--- src/inc/psb_pkg.sv ---
// shared constants and types for the pipelined burst sram bus control
package psb_pkg;

  // ****************************************
  // sizes
  // ****************************************
  localparam int PSB_LANES = 4;
  localparam int PSB_LANE_W = 9;
  localparam int PSB_ADDR_W = 19;

  // ****************************************
  // reset values and timing counts
  // ****************************************
  localparam logic [1:0] PSB_LO_RST = 2'h0;
  localparam logic [1:0] PSB_CNT_RST = 2'h0;
  localparam logic [1:0] PSB_CNT_STEP = 2'h1;
  // sleep entry and exit each take this many clock cycles
  localparam logic [1:0] PSB_SLEEP_CYC = 2'h2;

  // ****************************************
  // types
  // ****************************************
  typedef enum logic [1:0] {PSB_OP_NONE, PSB_OP_READ, PSB_OP_WRITE} psb_op_e;
  typedef enum logic [1:0] {PSB_SL_AWAKE, PSB_SL_ENTER, PSB_SL_ASLEEP, PSB_SL_EXIT} psb_sleep_e;

endpackage

--- src/inc/psb_burst_if.sv ---
// link between the cycle decoder and the burst address counter
`timescale 1ns/1ps
`default_nettype none
interface psb_burst_if;
  logic load;
  logic advance;
  logic mode;
  logic [1:0] load_lo;
  logic [1:0] next_lo;
  modport ctl (output load, output advance, output mode, output load_lo, input next_lo);
  modport ctr (input load, input advance, input mode, input load_lo, output next_lo);
endinterface
`default_nettype wire

--- src/hdl/psb_burst_ctr.sv ---
// two-bit burst address counter, linear or interleaved, wrapping
`timescale 1ns/1ps
`default_nettype none
module psb_burst_ctr
  import psb_pkg::*;
(
  input wire logic clock,
  input wire logic rst_b,
  input wire logic clk_en,
  psb_burst_if.ctr bif
);

  logic [1:0] start_r;
  logic [1:0] cnt_r;
  logic mode_r;
  wire [1:0] cnt_inc;

  assign cnt_inc = cnt_r + PSB_CNT_STEP;
  // interleaved order flips bits of the start, linear order adds and wraps
  assign bif.next_lo = mode_r ? (start_r ^ cnt_inc) : (start_r + cnt_inc);

  always_ff @(posedge clock or negedge rst_b)
  begin
    if (!rst_b)
    begin
      start_r <= PSB_LO_RST;
      cnt_r <= PSB_CNT_RST;
      mode_r <= 1'b0;
    end
    else if (clk_en && bif.load)
    begin
      start_r <= bif.load_lo;
      cnt_r <= PSB_CNT_RST;
      mode_r <= bif.mode;
    end
    else if (clk_en && bif.advance)
    begin
      cnt_r <= cnt_inc;
    end
  end

endmodule
`default_nettype wire

--- src/hdl/psb_sram_bus.sv ---
// bus-side cycle control of a pipelined burst sram with common data i/o
`timescale 1ns/1ps
`default_nettype none

// What this block does
// - chip is selected only when all three chip selects are active together
// - load with selects active and write strobe high starts a read burst at external address
// - advance during a read burst reads next burst address, selects and write strobe ignored
// - read with output enable off is a dummy read; address consumed, pins undriven
// - advance in a dummy read steps the address, pins stay undriven
// - load with write strobe low and a byte select active starts a write burst
// - each advance in a write burst writes next address using the byte selects given
// - load write with no byte selects aborts; nothing written, pins undriven
// - advance write with no byte selects steps address, writes nothing
// - clock qualifier high makes the edge ignored; pipeline state holds, but core read and write pulses end
// - any write cycle keeps all data and parity pins undriven
// - output enable is unregistered and masked during writes
// - read data driven only with output enable active and device selected
// - after reset device is deselected with pins undriven
// - each nine-bit lane has its own active-low write select
// - deselect is pipelined; drivers turn off after the following edge
// - write data is taken two edges after its address
// - burst counter walks the two low address bits, linear or interleaved, wrapping
// - sleep overrides all inputs, undrives pins, two cycles to enter and leave
module psb_sram_bus
  import psb_pkg::*;
#(
  parameter int LANES = PSB_LANES,
  parameter int ADDR_W = PSB_ADDR_W
)
(
  input wire logic clock,
  input wire logic rst_b,
  input wire logic clk_en,
  input wire logic clock_gate_n,
  input wire logic chip_sel1_n,
  input wire logic chip_sel2,
  input wire logic chip_sel3_n,
  input wire logic advance_not_load,
  input wire logic write_n,
  input wire logic [LANES-1:0] byte_lane_write_n,
  input wire logic burst_order,
  input wire logic out_en_n,
  input wire logic sleep_request,
  input wire logic [ADDR_W-1:0] addr_in,
  input wire logic [LANES*PSB_LANE_W-1:0] dq_in,
  output logic [LANES*PSB_LANE_W-1:0] dq_out,
  output logic dq_oe_n,
  output logic core_rd,
  output logic [ADDR_W-1:0] core_raddr,
  input wire logic [LANES*PSB_LANE_W-1:0] core_rdata,
  output logic core_wr,
  output logic [ADDR_W-1:0] core_waddr,
  output logic [LANES-1:0] core_wbe,
  output logic [LANES*PSB_LANE_W-1:0] core_wdata,
  output logic sleep_active
);

  // ****************************************
  // sleep input synchroniser and sequencer
  // ****************************************
  logic sleep_s1_r;
  logic sleep_s2_r;
  psb_sleep_e sl_r;
  psb_sleep_e sl_nxt;
  logic [1:0] sl_cnt_r;
  logic [1:0] sl_cnt_nxt;
  logic sleep_active_r;
  wire sl_done;

  assign sl_done = (sl_cnt_r == PSB_SLEEP_CYC - 2'h1);

  always_comb
  begin
    sl_nxt = sl_r;
    sl_cnt_nxt = PSB_CNT_RST;
    unique case (sl_r)
      PSB_SL_AWAKE:
        if (sleep_s2_r)
          sl_nxt = PSB_SL_ENTER;
      PSB_SL_ENTER:
      begin
        sl_cnt_nxt = sl_cnt_r + PSB_CNT_STEP;
        if (sl_done)
          sl_nxt = PSB_SL_ASLEEP;
      end
      PSB_SL_ASLEEP:
        if (!sleep_s2_r)
          sl_nxt = PSB_SL_EXIT;
      PSB_SL_EXIT:
      begin
        sl_cnt_nxt = sl_cnt_r + PSB_CNT_STEP;
        if (sl_done)
          sl_nxt = PSB_SL_AWAKE;
      end
    endcase
  end

  always_ff @(posedge clock or negedge rst_b)
  begin
    if (!rst_b)
    begin
      sleep_s1_r <= 1'b0;
      sleep_s2_r <= 1'b0;
      sl_r <= PSB_SL_AWAKE;
      sl_cnt_r <= PSB_CNT_RST;
      sleep_active_r <= 1'b0;
    end
    else if (clk_en)
    begin
      sleep_s1_r <= sleep_request;
      sleep_s2_r <= sleep_s1_r;
      sl_r <= sl_nxt;
      sl_cnt_r <= sl_cnt_nxt;
      sleep_active_r <= (sl_nxt == PSB_SL_ASLEEP);
    end
  end

  // ****************************************
  // cycle decode
  // ****************************************
  logic burst_act_r;
  logic burst_wr_r;
  logic [ADDR_W-1:0] base_r;
  psb_burst_if bif ();

  wire awake;
  wire run;
  wire flush;
  wire sel;
  wire any_be;
  wire load_cyc;
  wire start_rd;
  wire start_wr;
  wire adv_cyc;
  wire [ADDR_W-1:0] next_addr;
  wire [ADDR_W-1:0] cyc_addr;
  psb_op_e cyc_op;

  // sleep overrides every bus input and empties the pipeline
  assign awake = (sl_r == PSB_SL_AWAKE) && !sleep_s2_r;
  assign run = clk_en && !clock_gate_n && awake;
  assign flush = clk_en && !awake;
  assign sel = !chip_sel1_n && chip_sel2 && !chip_sel3_n;
  assign any_be = !(&byte_lane_write_n);
  assign load_cyc = !advance_not_load;
  assign start_rd = load_cyc && sel && write_n;
  assign start_wr = load_cyc && sel && !write_n;
  // selects and write strobe are not looked at while advancing
  assign adv_cyc = advance_not_load && burst_act_r;
  assign next_addr = {base_r[ADDR_W-1:2], bif.next_lo};
  assign cyc_addr = load_cyc ? addr_in : next_addr;
  assign cyc_op = start_rd ? PSB_OP_READ :
                  start_wr ? PSB_OP_WRITE :
                  (adv_cyc && burst_wr_r) ? PSB_OP_WRITE :
                  adv_cyc ? PSB_OP_READ : PSB_OP_NONE;

  assign bif.load = run && load_cyc && sel;
  assign bif.advance = run && adv_cyc;
  assign bif.mode = burst_order;
  assign bif.load_lo = addr_in[1:0];

  psb_burst_ctr u_ctr (
    .clock(clock),
    .rst_b(rst_b),
    .clk_en(clk_en),
    .bif(bif)
  );

  always_ff @(posedge clock or negedge rst_b)
  begin
    if (!rst_b)
    begin
      burst_act_r <= 1'b0;
      burst_wr_r <= 1'b0;
      base_r <= '0;
    end
    else if (flush)
    begin
      burst_act_r <= 1'b0;
    end
    else if (run && load_cyc)
    begin
      burst_act_r <= sel;
      burst_wr_r <= !write_n;
      base_r <= addr_in;
    end
  end

  // ****************************************
  // access pipeline
  // ****************************************
  logic core_rd_r;
  logic [ADDR_W-1:0] core_raddr_r;
  logic s1_rd_r;
  logic s1_wr_r;
  logic [ADDR_W-1:0] s1_waddr_r;
  logic [LANES-1:0] s1_be_r;
  logic s2_wr_r;
  logic [ADDR_W-1:0] s2_waddr_r;
  logic [LANES-1:0] s2_be_r;
  logic core_wr_r;
  logic [ADDR_W-1:0] core_waddr_r;
  logic [LANES-1:0] core_wbe_r;
  logic [LANES*PSB_LANE_W-1:0] core_wdata_r;
  logic [LANES*PSB_LANE_W-1:0] dq_out_r;
  logic drive_r;

  always_ff @(posedge clock or negedge rst_b)
  begin
    if (!rst_b)
    begin
      core_rd_r <= 1'b0;
      core_raddr_r <= '0;
      s1_rd_r <= 1'b0;
      s1_wr_r <= 1'b0;
      s1_waddr_r <= '0;
      s1_be_r <= '0;
      s2_wr_r <= 1'b0;
      s2_waddr_r <= '0;
      s2_be_r <= '0;
      core_wr_r <= 1'b0;
      core_waddr_r <= '0;
      core_wbe_r <= '0;
      core_wdata_r <= '0;
      drive_r <= 1'b0;
    end
    else if (flush)
    begin
      core_rd_r <= 1'b0;
      s1_rd_r <= 1'b0;
      s1_wr_r <= 1'b0;
      s2_wr_r <= 1'b0;
      core_wr_r <= 1'b0;
      drive_r <= 1'b0;
    end
    else if (run)
    begin
      // dummy reads still consume the address; only the pins stay off
      core_rd_r <= (cyc_op == PSB_OP_READ);
      core_raddr_r <= cyc_addr;
      s1_rd_r <= (cyc_op == PSB_OP_READ);
      // a write with no byte selects moves the address and writes nothing
      s1_wr_r <= (cyc_op == PSB_OP_WRITE) && any_be;
      s1_waddr_r <= cyc_addr;
      s1_be_r <= ~byte_lane_write_n;
      s2_wr_r <= s1_wr_r;
      s2_waddr_r <= s1_waddr_r;
      s2_be_r <= s1_be_r;
      core_wr_r <= s2_wr_r;
      core_waddr_r <= s2_waddr_r;
      core_wbe_r <= s2_be_r;
      core_wdata_r <= dq_in;
      // deselect or write turns drivers off one edge after it is taken
      drive_r <= s1_rd_r;
    end
    else if (clk_en)
    begin
      // stalled edge: pulses end, everything else holds
      core_rd_r <= 1'b0;
      core_wr_r <= 1'b0;
    end
  end

  // read data is caught on the edge after issue even if that edge stalls
  always_ff @(posedge clock or negedge rst_b)
  begin
    if (!rst_b)
      dq_out_r <= '0;
    else if (clk_en && core_rd_r)
      dq_out_r <= core_rdata;
  end

  // ****************************************
  // outputs
  // ****************************************
  assign dq_out = dq_out_r;
  // output enable acts without the clock; drive_r masks it in writes,
  // deselects and sleep, so it can never turn drivers on there
  assign dq_oe_n = !(drive_r && !out_en_n);
  assign core_rd = core_rd_r;
  assign core_raddr = core_raddr_r;
  assign core_wr = core_wr_r;
  assign core_waddr = core_waddr_r;
  assign core_wbe = core_wbe_r;
  assign core_wdata = core_wdata_r;
  assign sleep_active = sleep_active_r;

endmodule
`default_nettype wire

--- config.mk ---
export PLATFORM = sky130hd
export DESIGN_NAME = psb_sram_bus
export DESIGN_NICKNAME = d
export VERILOG_FILES = /design/src/inc/psb_pkg.sv /design/src/inc/psb_burst_if.sv /design/src/hdl/psb_burst_ctr.sv /design/src/hdl/psb_sram_bus.sv
export SDC_FILE = /design/constraint.sdc
export NUM_CORES = 1
export LEC_CHECK = 0
export ABC_AREA = 1
export BUFFER_PORTS_ARGS = -buffer_cell sky130_fd_sc_hd__buf_2
export CELL_PAD_IN_SITES_DETAIL_PLACEMENT = 2
export CELL_PAD_IN_SITES_GLOBAL_PLACEMENT = 2
export CORE_ASPECT_RATIO = 1.2
export CORE_MARGIN = 2
export CORE_UTILIZATION = 33
export DETAILED_ROUTE_END_ITERATION = 16
export GPL_ROUTABILITY_DRIVEN = 0
export HOLD_SLACK_MARGIN = 0.06
export PLACE_DENSITY = 0.88
export SYNTH_ARGS = -nofsm -noshare
export SYNTH_HDL_FRONTEND = slang
export SYNTH_SLANG_ARGS = --single-unit
export TNS_END_PERCENT = 20
--- constraint.sdc ---
create_clock -name clock -period 3.9 [get_ports clock]
set_clock_uncertainty 0.05 [all_clocks]
set_input_delay 0.78 -clock clock [delete_from_list [all_inputs] [get_ports clock]]
set_output_delay 0.78 -clock clock [all_outputs]
set_load 0.02 [all_outputs]
==> results of run 1 <==
==> cells in the final DEF (no fill, tap or decap), drive strengths merged <==
| cell type | synthesis | routed |
|---|---|---|
| buf | 28 | 229 |
| bufinv | 0 | 2 |
| clkbuf | 2 | 17 |
| clkinv | 0 | 5 |
| clkinvlp | 0 | 3 |
| dfrtp | 178 | 178 |
| ha | 2 | 2 |
| inv | 41 | 46 |
| mux2 | 36 | 36 |
| mux2i | 1 | 1 |
| nand2 | 297 | 297 |
| nand3 | 25 | 25 |
| nand3b | 1 | 1 |
| nand4 | 3 | 3 |
| nor2 | 8 | 8 |
| o21ai | 65 | 65 |
| o22ai | 1 | 1 |
| or2 | 1 | 1 |
==> cells by family after synthesis <==
kind of cell / count (synthesis)
flops: 178
buf+inv: 71
compound gates: 66
fa+ha+maj: 2
mux: 37
simple gates: 335
==> cells in the mapped netlist <==
cell type  count
nand2_1      294
dfrtp_1      178
o21ai_0       50
inv_1         38
mux2_2        36
nand3_1       25
o21ai_1       15
buf_2         13
buf_4          8
buf_6          7
nand4_1        3
nor2_1         3
clkbuf_1       2
ha_1           2
inv_4          2
nand2_2        2
nor2_2         2
nor2_8         2
inv_2          1
mux2i_1        1
nand2_8        1
nand3b_1       1
nor2_4         1
o22ai_1        1
or2_2          1
==> layout make-up <==
| cell class | instances | area, um^2 |
|---|---|---|
| clock buffer | 17 | 425 |
| clock inverter | 15 | 155 |
| fill | 2323 | 12000 |
| inverter | 41 | 159 |
| multi-input combinational | 440 | 2140 |
| sequential | 178 | 4450 |
| tap | 270 | 338 |
| timing repair buffer | 229 | 1180 |
==> state kept, by name, indices dropped and copies added, names as in the netlist, 17 cells and up <==
signal / cells
s2_waddr_r: 19
core_wdata: 36
dq_out: 36
core_waddr: 19
base_r: 17
s1_waddr_r: 19
==> power by group through the flow <==
| stage | Sequential [W] | Combinational, W | Clock, W |
|---|---|---|---|
| after global placement | 0.00296 | 0.00205 | 0 |
| after global routing | 0.00306 | 0.00239 | 0.00184 |
| after detailed placement | 0.00300 | 0.00217 | 0 |
| final | 0.00297 | 0.00214 | 0.00170 |
| after CTS | 0.00299 | 0.00219 | 0.00176 |
| after floorplan | 0.00346 | 0.000757 | 0 |
==> metrics by stage <==
step / worst slack, ps / std cells / utilization / area (um^2)
2_1_floorplan: 1950 / 689 / - / 6970
3_3_place_gp: 980 / 1158 / 0.397 / 8270
3_5_place_dp: 925 / 1158 / 0.397 / 8270
4_1_cts: 1280 / 1190 / 0.425 / 8850
5_1_grt: 1060 / 1190 / 0.425 / 8850
6_report: 1370 / 1190 / 0.425 / 8850
==> worst register-to-register path: stages (launching register included) <==
cell and delay (ps):
dfrtp_1 450, nor2_2 170, nand2_2 90, inv_2 100, nand2_8 130, inv_4 470
nand2_1 610, nand2_1 220, o21ai_1 90
==> how the worst max path moves through the flow <==
stage,startpoint,to,slack (ps),cells after the start
floorplan,out_en_n,dq_oe_n,1950,1
global placement,clk_en,burst_act_r$_DFFE_PN0P_,980,8
detailed placement,clk_en,base_r[5]$_DFFE_PN0P_,930,8
CTS,sl_r[0]$_DFFE_PN0P_,base_r[6]$_DFFE_PN0P_,1280,8
global route,sl_r[0]$_DFFE_PN0P_,base_r[6]$_DFFE_PN0P_,1060,8
finish,sl_r[0]$_DFFE_PN0P_,burst_wr_r$_DFFE_PN0P_,1370,8
==> metal layers <==
layer	track usage	vias up
li1	-	2610
met1	0.227	2735
met2	0.337	172
met3	0.0543	19
met4	0.0535	2
met5	0	-
==> flow_metrics.py, run 1 <==
metrics = {
    "outcome": {
        "status": "finished, final reports clean",
    },
    "detailed_routing": {
        "wl_met3_um": 1410,
        "routedWlPerCell_um": 17.2,
        "antenna_left": 0,
        "met2_wirelength_um": 10600,
        "via_count": 5538,
        "wl_met1_um": 8220,
        "drc": 0,
        "dr.first_iter.drc_count": 160,
        "top_layer_used": "met5",
        "dr.pass1.iters": 4,
        "routed_wl_um": 20500,
        "viasPerCell": 4.65,
    },
    "logic_synthesis": {
        "synthAdderAreaFrac": 0.00359,
        "syn_area_per_cell_um2": 10.1,
        "synth_compound_area_frac": 0.0476,
        "synth_area_leaders": "dfrtp_1 (64%), nand2_1 (16%), mux2_2 (5.8%)",
        "ys_seq_area_frac": 0.639,
        "synth_cell_type_count": 25,
        "synth_top_area_share": 0.639,
        "synth-xor-area-share": 0,
        "synth_top_family_by_area": "simple AND/OR/NAND/NOR gates",
        "syn_inst": 689,
        "ys_warn_count": 0,
        "synthMuxAreaShare": 0.0596,
        "ys_ff_latch": 178,
        "yosysTopAreaCell": "dfrtp_1",
        "syn_nets": 798,
        "synth-simple-area-share": 0.197,
        "syn_area_um2": 6970,
    },
    "clock_tree": {
        "cts_num_sinks": 178,
        "postCtsHoldBufs": 0,
        "root_buffer": "clkbuf_16",
        "cts-resized-gates": 0,
        "clock_path_buffers": 2,
        "clkTransAtPathRegs_ps": 70,
        "cts_tree": "built",
        "clkLatencyLatePin_ps": 420,
        "h-tree-depth": 4,
        "post_cts_buffers": 0,
        "cts_buffers": 17,
    },
    "global_routing": {
        "grt_pass1_vias": 6204,
        "gr-usage-all-layers": 0.191,
        "grt_pass1_wl_um": 33000,
        "grt_max_degree": 94,
        "antenna_found_initial": 1,
        "grt_overflow_total": 0,
    },
    "power": {
        "peakVddDrop_uv": 384,
        "clkPwrFrac": 0.250,
        "powerDensity_nw_per_um2": 770,
        "pwr-share-comb": 0.314,
        "power_switching_w": 0.00261,
        "swShare": 0.382,
        "power_report.internal_total_w": 0.00421,
        "p_total_w": 0.00681,
        "pwr-share-seq": 0.436,
        "p_leak_nw": 4.91,
    },
    "critical_path": {
        "crit_buf_inv": 2,
        "worstPathRequired_ps": 4120,
        "r2r_end": "burst_wr_r$_DFFE_PN0P_",
        "rr_startpoint": "sl_r[0]$_DFFE_PN0P_",
        "cp_slowest_cell": "nand2_1",
        "critPathLaunchType": "register",
        "crit_chain": "nor2_2 -> nand2_2 -> inv_2 -> nand2_8 -> inv_4 -> nand2_1 -> nand2_1 -> o21ai_1",
        "critPathMaxFanout": 64,
        "critical_path_class": "register to register",
        "cp.arrival_ps": 2760,
        "cp-end-kind": "register",
        "crit_family": "simple AND/OR/NAND/NOR gates",
        "cpPeakStageDelay_ps": 610,
        "crit_path_frequent_cell": "nand2_1",
        "reg2reg_depth": 8,
        "rrSetupSlack_ps": 1370,
    },
    "floorplan": {
        "die_h_um": 163,
        "dieArea_um2": 22300,
        "die_width_um": 137,
        "io_pins": 225,
        "coreArea_um2": 20800,
        "start_util": 0.334,
        "std_cell_rows": 58,
    },
    "placement": {
        "dp_hpwl_um": 14700,
        "portBuffers": 224,
    },
    "cells_and_area": {
        "drive_above_1_share": 0.336,
        "syn2layout_area_growth_pct": 27.1,
        "fin_nets": 1016,
        "diodes": 0,
    },
    "sta": {
        "fin_setup_tns_ps": 0,
        "hold_viol": 0,
        "hold_ws_ps": 342,
        "slew_headroom": 0.334,
        "tightest_slew_ps": 999,
        "setup_viol": 0,
        "fin_crit_sh": 0.649,
        "max_freq_mhz": 395,
        "fin_crit_ps": 2530,
        "maxSlewViolCount": 0,
        "rsz0062_at_grt": "no",
    },
    "flow_run": {
        "maxCapViolCount": 0,
    },
    "min_path": {
        "hold_class": "primary input to asynchronous set/reset pin",
    },
}
Power figures use the tool's default switching activity.
==> inputs of run 2 (changes only) <==
--- a/config.mk
+++ b/config.mk
@@ -11,11 +11,11 @@
 export CELL_PAD_IN_SITES_GLOBAL_PLACEMENT = 2
 export CORE_ASPECT_RATIO = 1.2
 export CORE_MARGIN = 2
-export CORE_UTILIZATION = 33
+export CORE_UTILIZATION = 27
 export DETAILED_ROUTE_END_ITERATION = 16
 export GPL_ROUTABILITY_DRIVEN = 0
 export HOLD_SLACK_MARGIN = 0.06
-export PLACE_DENSITY = 0.88
+export PLACE_DENSITY = 0.78
 export SYNTH_ARGS = -nofsm -noshare
 export SYNTH_HDL_FRONTEND = slang
 export SYNTH_SLANG_ARGS = --single-unit
==> constraint.sdc (replaced) <==
create_clock -name clock -period 2.1 [get_ports clock]
set_clock_uncertainty 0.05 [all_clocks]
set_input_delay 0.42 -clock clock [delete_from_list [all_inputs] [get_ports clock]]
set_output_delay 0.42 -clock clock [all_outputs]
set_load 0.02 [all_outputs]
==> run 2 against run 1 <==
- sequential cell count unchanged
- critical path depth is 1 higher
- combinational power is 86% higher
- register-to-register slack got worse by 1100 ps
- final cell count increased by 5.8%
- worst hold slack lost 210 ps
- via count up 0.34%
- design area up 3.0%
- highest routed layer unchanged
- critical endpoint is now base_r[11]$_DFFE_PN0P_
- routed wire length decreased by 3.2%
- largest power group unchanged
- total power rose by 89%
- critical path type unchanged
==> flow_metrics.py, run 2 (synthesis results as in run 1) <==
metrics = {
    "detailed_routing": {
        "routed_wl_um": 19800,
        "routedWlPerCell_um": 15.8,
        "viasPerCell": 4.41,
        "dr.pass1.iters": 4,
        "dr.first_iter.drc_count": 155,
        "via_count": 5557,
        "drc": 0,
        "antenna_left": 0,
    },
    "clock_tree": {
        "post_cts_buffers": 0,
        "root_buffer": "clkbuf_16",
        "cts_num_sinks": 178,
        "h-tree-depth": 4,
        "clkTransAtPathRegs_ps": 70,
        "clkLatencyLatePin_ps": 430,
        "cts_tree": "built",
        "clock_path_buffers": 2,
        "cts_buffers": 17,
    },
    "critical_path": {
        "reg2reg_depth": 9,
        "critical_path_class": "register to register",
        "r2r_end": "base_r[11]$_DFFE_PN0P_",
        "rr_startpoint": "sl_r[0]$_DFFE_PN0P_",
        "rrSetupSlack_ps": 290,
        "cp-end-kind": "register",
        "critPathLaunchType": "register",
        "cp.arrival_ps": 2080,
        "worstPathRequired_ps": 2360,
        "critPathMaxFanout": 24,
    },
    "global_routing": {
        "grt_pass1_vias": 6112,
        "grt_pass1_wl_um": 32200,
        "grt_overflow_total": 0,
        "gr-usage-all-layers": 0.151,
        "grt_max_degree": 66,
        "antenna_found_initial": 2,
    },
    "outcome": {
        "status": "finished, final reports clean",
    },
    "floorplan": {
        "std_cell_rows": 64,
        "start_util": 0.274,
        "die_width_um": 151,
        "die_h_um": 180,
        "dieArea_um2": 27100,
        "coreArea_um2": 25500,
        "io_pins": 225,
    },
    "cells_and_area": {
        "syn2layout_area_growth_pct": 30.8,
        "postLayoutCellArea_um2": 9110,
        "instances_no_fill": 1259,
        "final_common_cell": "nand2_1",
        "fin_nets": 1025,
        "mostFrequentLayoutCells": "nand2_1 (294), buf_2 (223), dfrtp_1 (178)",
        "diodes": 0,
        "drive_above_1_share": 0.340,
    },
    "power": {
        "peakVddDrop_uv": 587,
        "p_leak_nw": 4.99,
        "p_total_w": 0.0129,
        "powerDensity_nw_per_um2": 1410,
    },
    "sta": {
        "fin_setup_tns_ps": 0,
        "slew_headroom": 0.725,
        "fin_crit_ps": 1810,
        "max_freq_mhz": 552,
        "setup_viol": 0,
        "fin_crit_sh": 0.863,
        "maxSlewViolCount": 0,
        "hold_ws_ps": 131,
        "rsz0062_at_grt": "no",
        "tightest_slew_ps": 412,
        "hold_viol": 0,
    },
    "min_path": {
        "hold_class": "primary input to register",
        "whs_endpoint": "core_wdata[29]$_DFFE_PN0P_",
        "worstHoldPathCells": 3,
        "hp-start": "dq_in[29]",
    },
    "placement": {
        "dp.cells": 1226,
        "post_dp_cell_area_um2": 8470,
        "dp_hpwl_um": 14500,
        "portBuffers": 224,
    },
    "flow_run": {
        "maxCapViolCount": 0,
    },
}
==> run 2: critical path, stage by stage, from the launching register on <==
cell	delay (ps)
dfrtp_1	450
nor2_2	150
nand2_2	80
inv_2	100
nand2_8	140
inv_4	260
nand2_1	80
buf_4	220
nand2_1	90
nand2_1	60
==> run 2: cell type report <==
class                      count  area, um^2
clock buffer                  18         429
clock inverter                14         203
fill                        2871       16400
inverter                      41         159
multi-input combinational    440        2140
sequential                   178        4450
tap                          330         413
timing repair buffer         238        1310
==> run 2: what timing repair did <==
| item | 4_1_cts | 5_1_grt |
|---|---|---|
| resized for setup | 0 | 0 |
| hold buffers | 1 | 0 |
| hold endpoints to repair | 41 | 0 |
==> run 2: power breakdown <==
group	internal, W	total, W	leakage (nW)	switching [W]
clock network	0.00201	0.00345	0.299	0.00143
registers	0.00471	0.00544	2.30	0.000730
logic	0.00138	0.00398	2.39	0.00261
total	0.00810	0.0129	4.99	0.00477
==> run 2: how the worst max path moves through the flow <==
| stage | end | slack, ps | startpoint |
|---|---|---|---|
| final | base_r[11]$_DFFE_PN0P_ | 290 | sl_r[0]$_DFFE_PN0P_ |
| after global routing | base_r[11]$_DFFE_PN0P_ | 70 | sl_r[0]$_DFFE_PN0P_ |
| after CTS | base_r[11]$_DFFE_PN0P_ | 250 | sl_r[0]$_DFFE_PN0P_ |
| after detailed placement | burst_wr_r$_DFFE_PN0P_ | 150 | clk_en |
| after global placement | burst_act_r$_DFFE_PN0P_ | 220 | clk_en |
| after floorplan | dq_out[10]$_DFFE_PN0P_ | 650 | clk_en |
==> run 2: per-stage QoR <==
step,setup slack (ps),util
CTS,248,0.358
global placement,224,0.333
global route,74.3,0.358
floorplan,654,-
detailed placement,147,0.333
finish,288,0.358
==> run 2: metal layers <==
metal | part of all wire | routed length [um] | track usage | vias to the layer above
li1 | - | - | - | 2625
met1 | 0.43 | 8440 | 0.185 | 2756
met2 | 0.50 | 9850 | 0.257 | 159
met3 | 0.063 | 1240 | 0.0434 | 15
met4 | 0.014 | 285 | 0.0430 | 2
met5 | 0.00066 | 13 | 0 | -
==> inputs of run 3 (changes only) <==
--- a/config.mk
+++ b/config.mk
@@ -15,7 +15,7 @@
 export DETAILED_ROUTE_END_ITERATION = 16
 export GPL_ROUTABILITY_DRIVEN = 0
 export HOLD_SLACK_MARGIN = 0.06
-export PLACE_DENSITY = 0.78
+export PLACE_DENSITY = 0.76
 export SYNTH_ARGS = -nofsm -noshare
 export SYNTH_HDL_FRONTEND = slang
 export SYNTH_SLANG_ARGS = --single-unit
==> run 3 against run 2 <==
- first-iteration DRC count fell by 30%
- critical path depth did not move
- critical endpoint is now burst_wr_r$_DFFE_PN0P_
- critical path type unchanged
- global-route usage rose by 1.2 points
- die area did not move
- core utilization barely moved
- worst setup slack improved by 25 ps
- total power rose by 0.30%
- sequential share of layout area barely moved
- non-clock buffer count rose by 3
- via count rose by 0.38%
- design area barely moved
- largest cell class unchanged
==> flow_metrics.py, run 3 (synthesis results as in run 1) <==
metrics = {
    "outcome": {
        "status": "finished, final reports clean",
    },
    "critical_path": {
        "crit_chain": "nor2_2 -> nand2_2 -> inv_2 -> nand2_8 -> inv_4 -> nand2_1 -> buf_4 -> nand2_1 -> o21ai_1",
        "r2r_end": "burst_wr_r$_DFFE_PN0P_",
        "cp.arrival_ps": 2040,
        "crit_family": "simple AND/OR/NAND/NOR gates",
        "reg2reg_depth": 9,
        "crit_path_frequent_cell": "nand2_1",
        "crit_buf_inv": 3,
        "cp-end-kind": "register",
        "cp_slowest_cell": "dfrtp_1",
        "rrSetupSlack_ps": 310,
        "cpPeakStageDelay_ps": 450,
        "worstPathRequired_ps": 2350,
        "rr_startpoint": "sl_r[0]$_DFFE_PN0P_",
        "critical_path_class": "register to register",
        "critPathMaxFanout": 20,
        "critPathLaunchType": "register",
    },
    "global_routing": {
        "grt_pass1_wl_um": 34600,
        "grt_overflow_total": 0,
        "grt_pass1_vias": 6359,
        "gr-usage-all-layers": 0.163,
        "antenna_found_initial": 1,
        "grt_max_degree": 49,
    },
    "detailed_routing": {
        "routedWlPerCell_um": 16.7,
        "viasPerCell": 4.42,
        "antenna_left": 0,
        "routed_wl_um": 21100,
        "drc": 0,
        "via_count": 5578,
        "dr.first_iter.drc_count": 108,
        "dr.pass1.iters": 4,
    },
    "sta": {
        "max_freq_mhz": 560,
        "rsz0062_at_grt": "no",
        "fin_crit_sh": 0.851,
        "maxSlewViolCount": 0,
        "slew_headroom": 0.711,
        "fin_crit_ps": 1790,
        "tightest_slew_ps": 434,
        "setup_viol": 0,
        "fin_setup_tns_ps": 0,
        "hold_viol": 0,
    },
    "power": {
        "pwr-share-comb": 0.312,
        "p_leak_nw": 5.00,
        "clkPwrFrac": 0.265,
        "pwr-share-seq": 0.423,
        "power_switching_w": 0.00479,
        "peakVddDrop_uv": 515,
        "power_report.internal_total_w": 0.00812,
        "powerDensity_nw_per_um2": 1420,
        "swShare": 0.371,
    },
    "min_path": {
        "hp-start": "dq_in[33]",
        "hold_class": "primary input to register",
        "worstHoldPathCells": 3,
        "whs_endpoint": "core_wdata[33]$_DFFE_PN0P_",
    },
    "clock_tree": {
        "cts_num_sinks": 178,
        "clkTransAtPathRegs_ps": 70,
        "root_buffer": "clkbuf_16",
        "cts-resized-gates": 0,
        "clock_path_buffers": 2,
        "h-tree-depth": 4,
        "cts_buffers": 17,
        "cts_tree": "built",
        "clkLatencyLatePin_ps": 430,
    },
    "flow_run": {
        "maxCapViolCount": 0,
    },
    "floorplan": {
        "die_h_um": 180,
        "io_pins": 225,
        "coreArea_um2": 25500,
        "dieArea_um2": 27100,
        "std_cell_rows": 64,
        "start_util": 0.274,
        "die_width_um": 151,
    },
    "cells_and_area": {
        "fill_cells": 2859,
        "mostFrequentLayoutCells": "nand2_1 (294), buf_2 (223), dfrtp_1 (178)",
        "ff_latch_area_um2": 4450,
        "diodes": 0,
        "fin_nets": 1028,
        "syn2layout_area_growth_pct": 30.9,
        "drive_above_1_share": 0.341,
        "final_common_cell": "nand2_1",
        "multiInputGateArea_um2": 2140,
        "postLayoutCellArea_um2": 9120,
    },
    "placement": {
        "post_dp_cell_area_um2": 8480,
        "dp_hpwl_um": 15300,
        "portBuffers": 224,
    },
}
-- run 3: routing by layer --
| metal | vias to the layer above | GRT usage | share of wire |
|---|---|---|---|
| met5 | - | 0 | 0.00062 |
| met2 | 159 | 0.284 | 0.51 |
| met4 | 2 | 0.0505 | 0.014 |
| met3 | 18 | 0.0431 | 0.065 |
| li1 | 2627 | - | - |
| met1 | 2772 | 0.195 | 0.41 |
-- run 3: through the flow --
stage	power [W]	cells	worst slack (ps)	hold slack, ps	utilization
floorplan	0.00783	689	654	74.4	-
global placement	0.00938	1229	307	350	0.333
detailed placement	0.00962	1229	236	354	0.333
CTS	0.0132	1262	286	108	0.358
global route	0.0138	1262	94.0	123	0.358
finish	0.0129	1262	313	126	0.358
-- run 3: repair_timing --
item,CTS,global route
hold buffers,1,0
setup buffers,0,0
endpoints found under the hold margin,42,0
endpoints found under the setup margin,0,0
-- run 3: final cells by class --
cell class,count,share of cell area
clock buffers,20,0.0490
clock inverters,12,0.0198
inverters,41,0.0174
multi-input cells,440,0.235
flip-flops and latches,178,0.489
well taps,330,0.0453
repair buffers,241,0.145
-- run 3: how the worst max path moves through the flow --
stage	from	to	slack [ps]	cells past startpoint
floorplan	clk_en	dq_out[10]$_DFFE_PN0P_	650	4
global placement	clk_en	s2_waddr_r[12]$_DFFE_PN0P_	310	7
detailed placement	clk_en	s2_waddr_r[17]$_DFFE_PN0P_	240	7
CTS	sl_r[0]$_DFFE_PN0P_	burst_wr_r$_DFFE_PN0P_	290	9
global route	sl_r[0]$_DFFE_PN0P_	s2_waddr_r[10]$_DFFE_PN0P_	90	8
finish	sl_r[0]$_DFFE_PN0P_	burst_wr_r$_DFFE_PN0P_	310	9
-- run 3: power groups by stage --
stage | clock network, W | logic [W] | registers [W]
detailed placement | 0 | 0.00410 | 0.00552
floorplan | 0 | 0.00141 | 0.00642
CTS | 0.00354 | 0.00414 | 0.00549
global placement | 0 | 0.00394 | 0.00545
finish | 0.00342 | 0.00403 | 0.00546
global route | 0.00367 | 0.00451 | 0.00565
-- run 3: tightest hold or removal path, delay by kind of cell --
kind	cells	cell delay, ps
simple gates	2	80
buf+inv	1	70
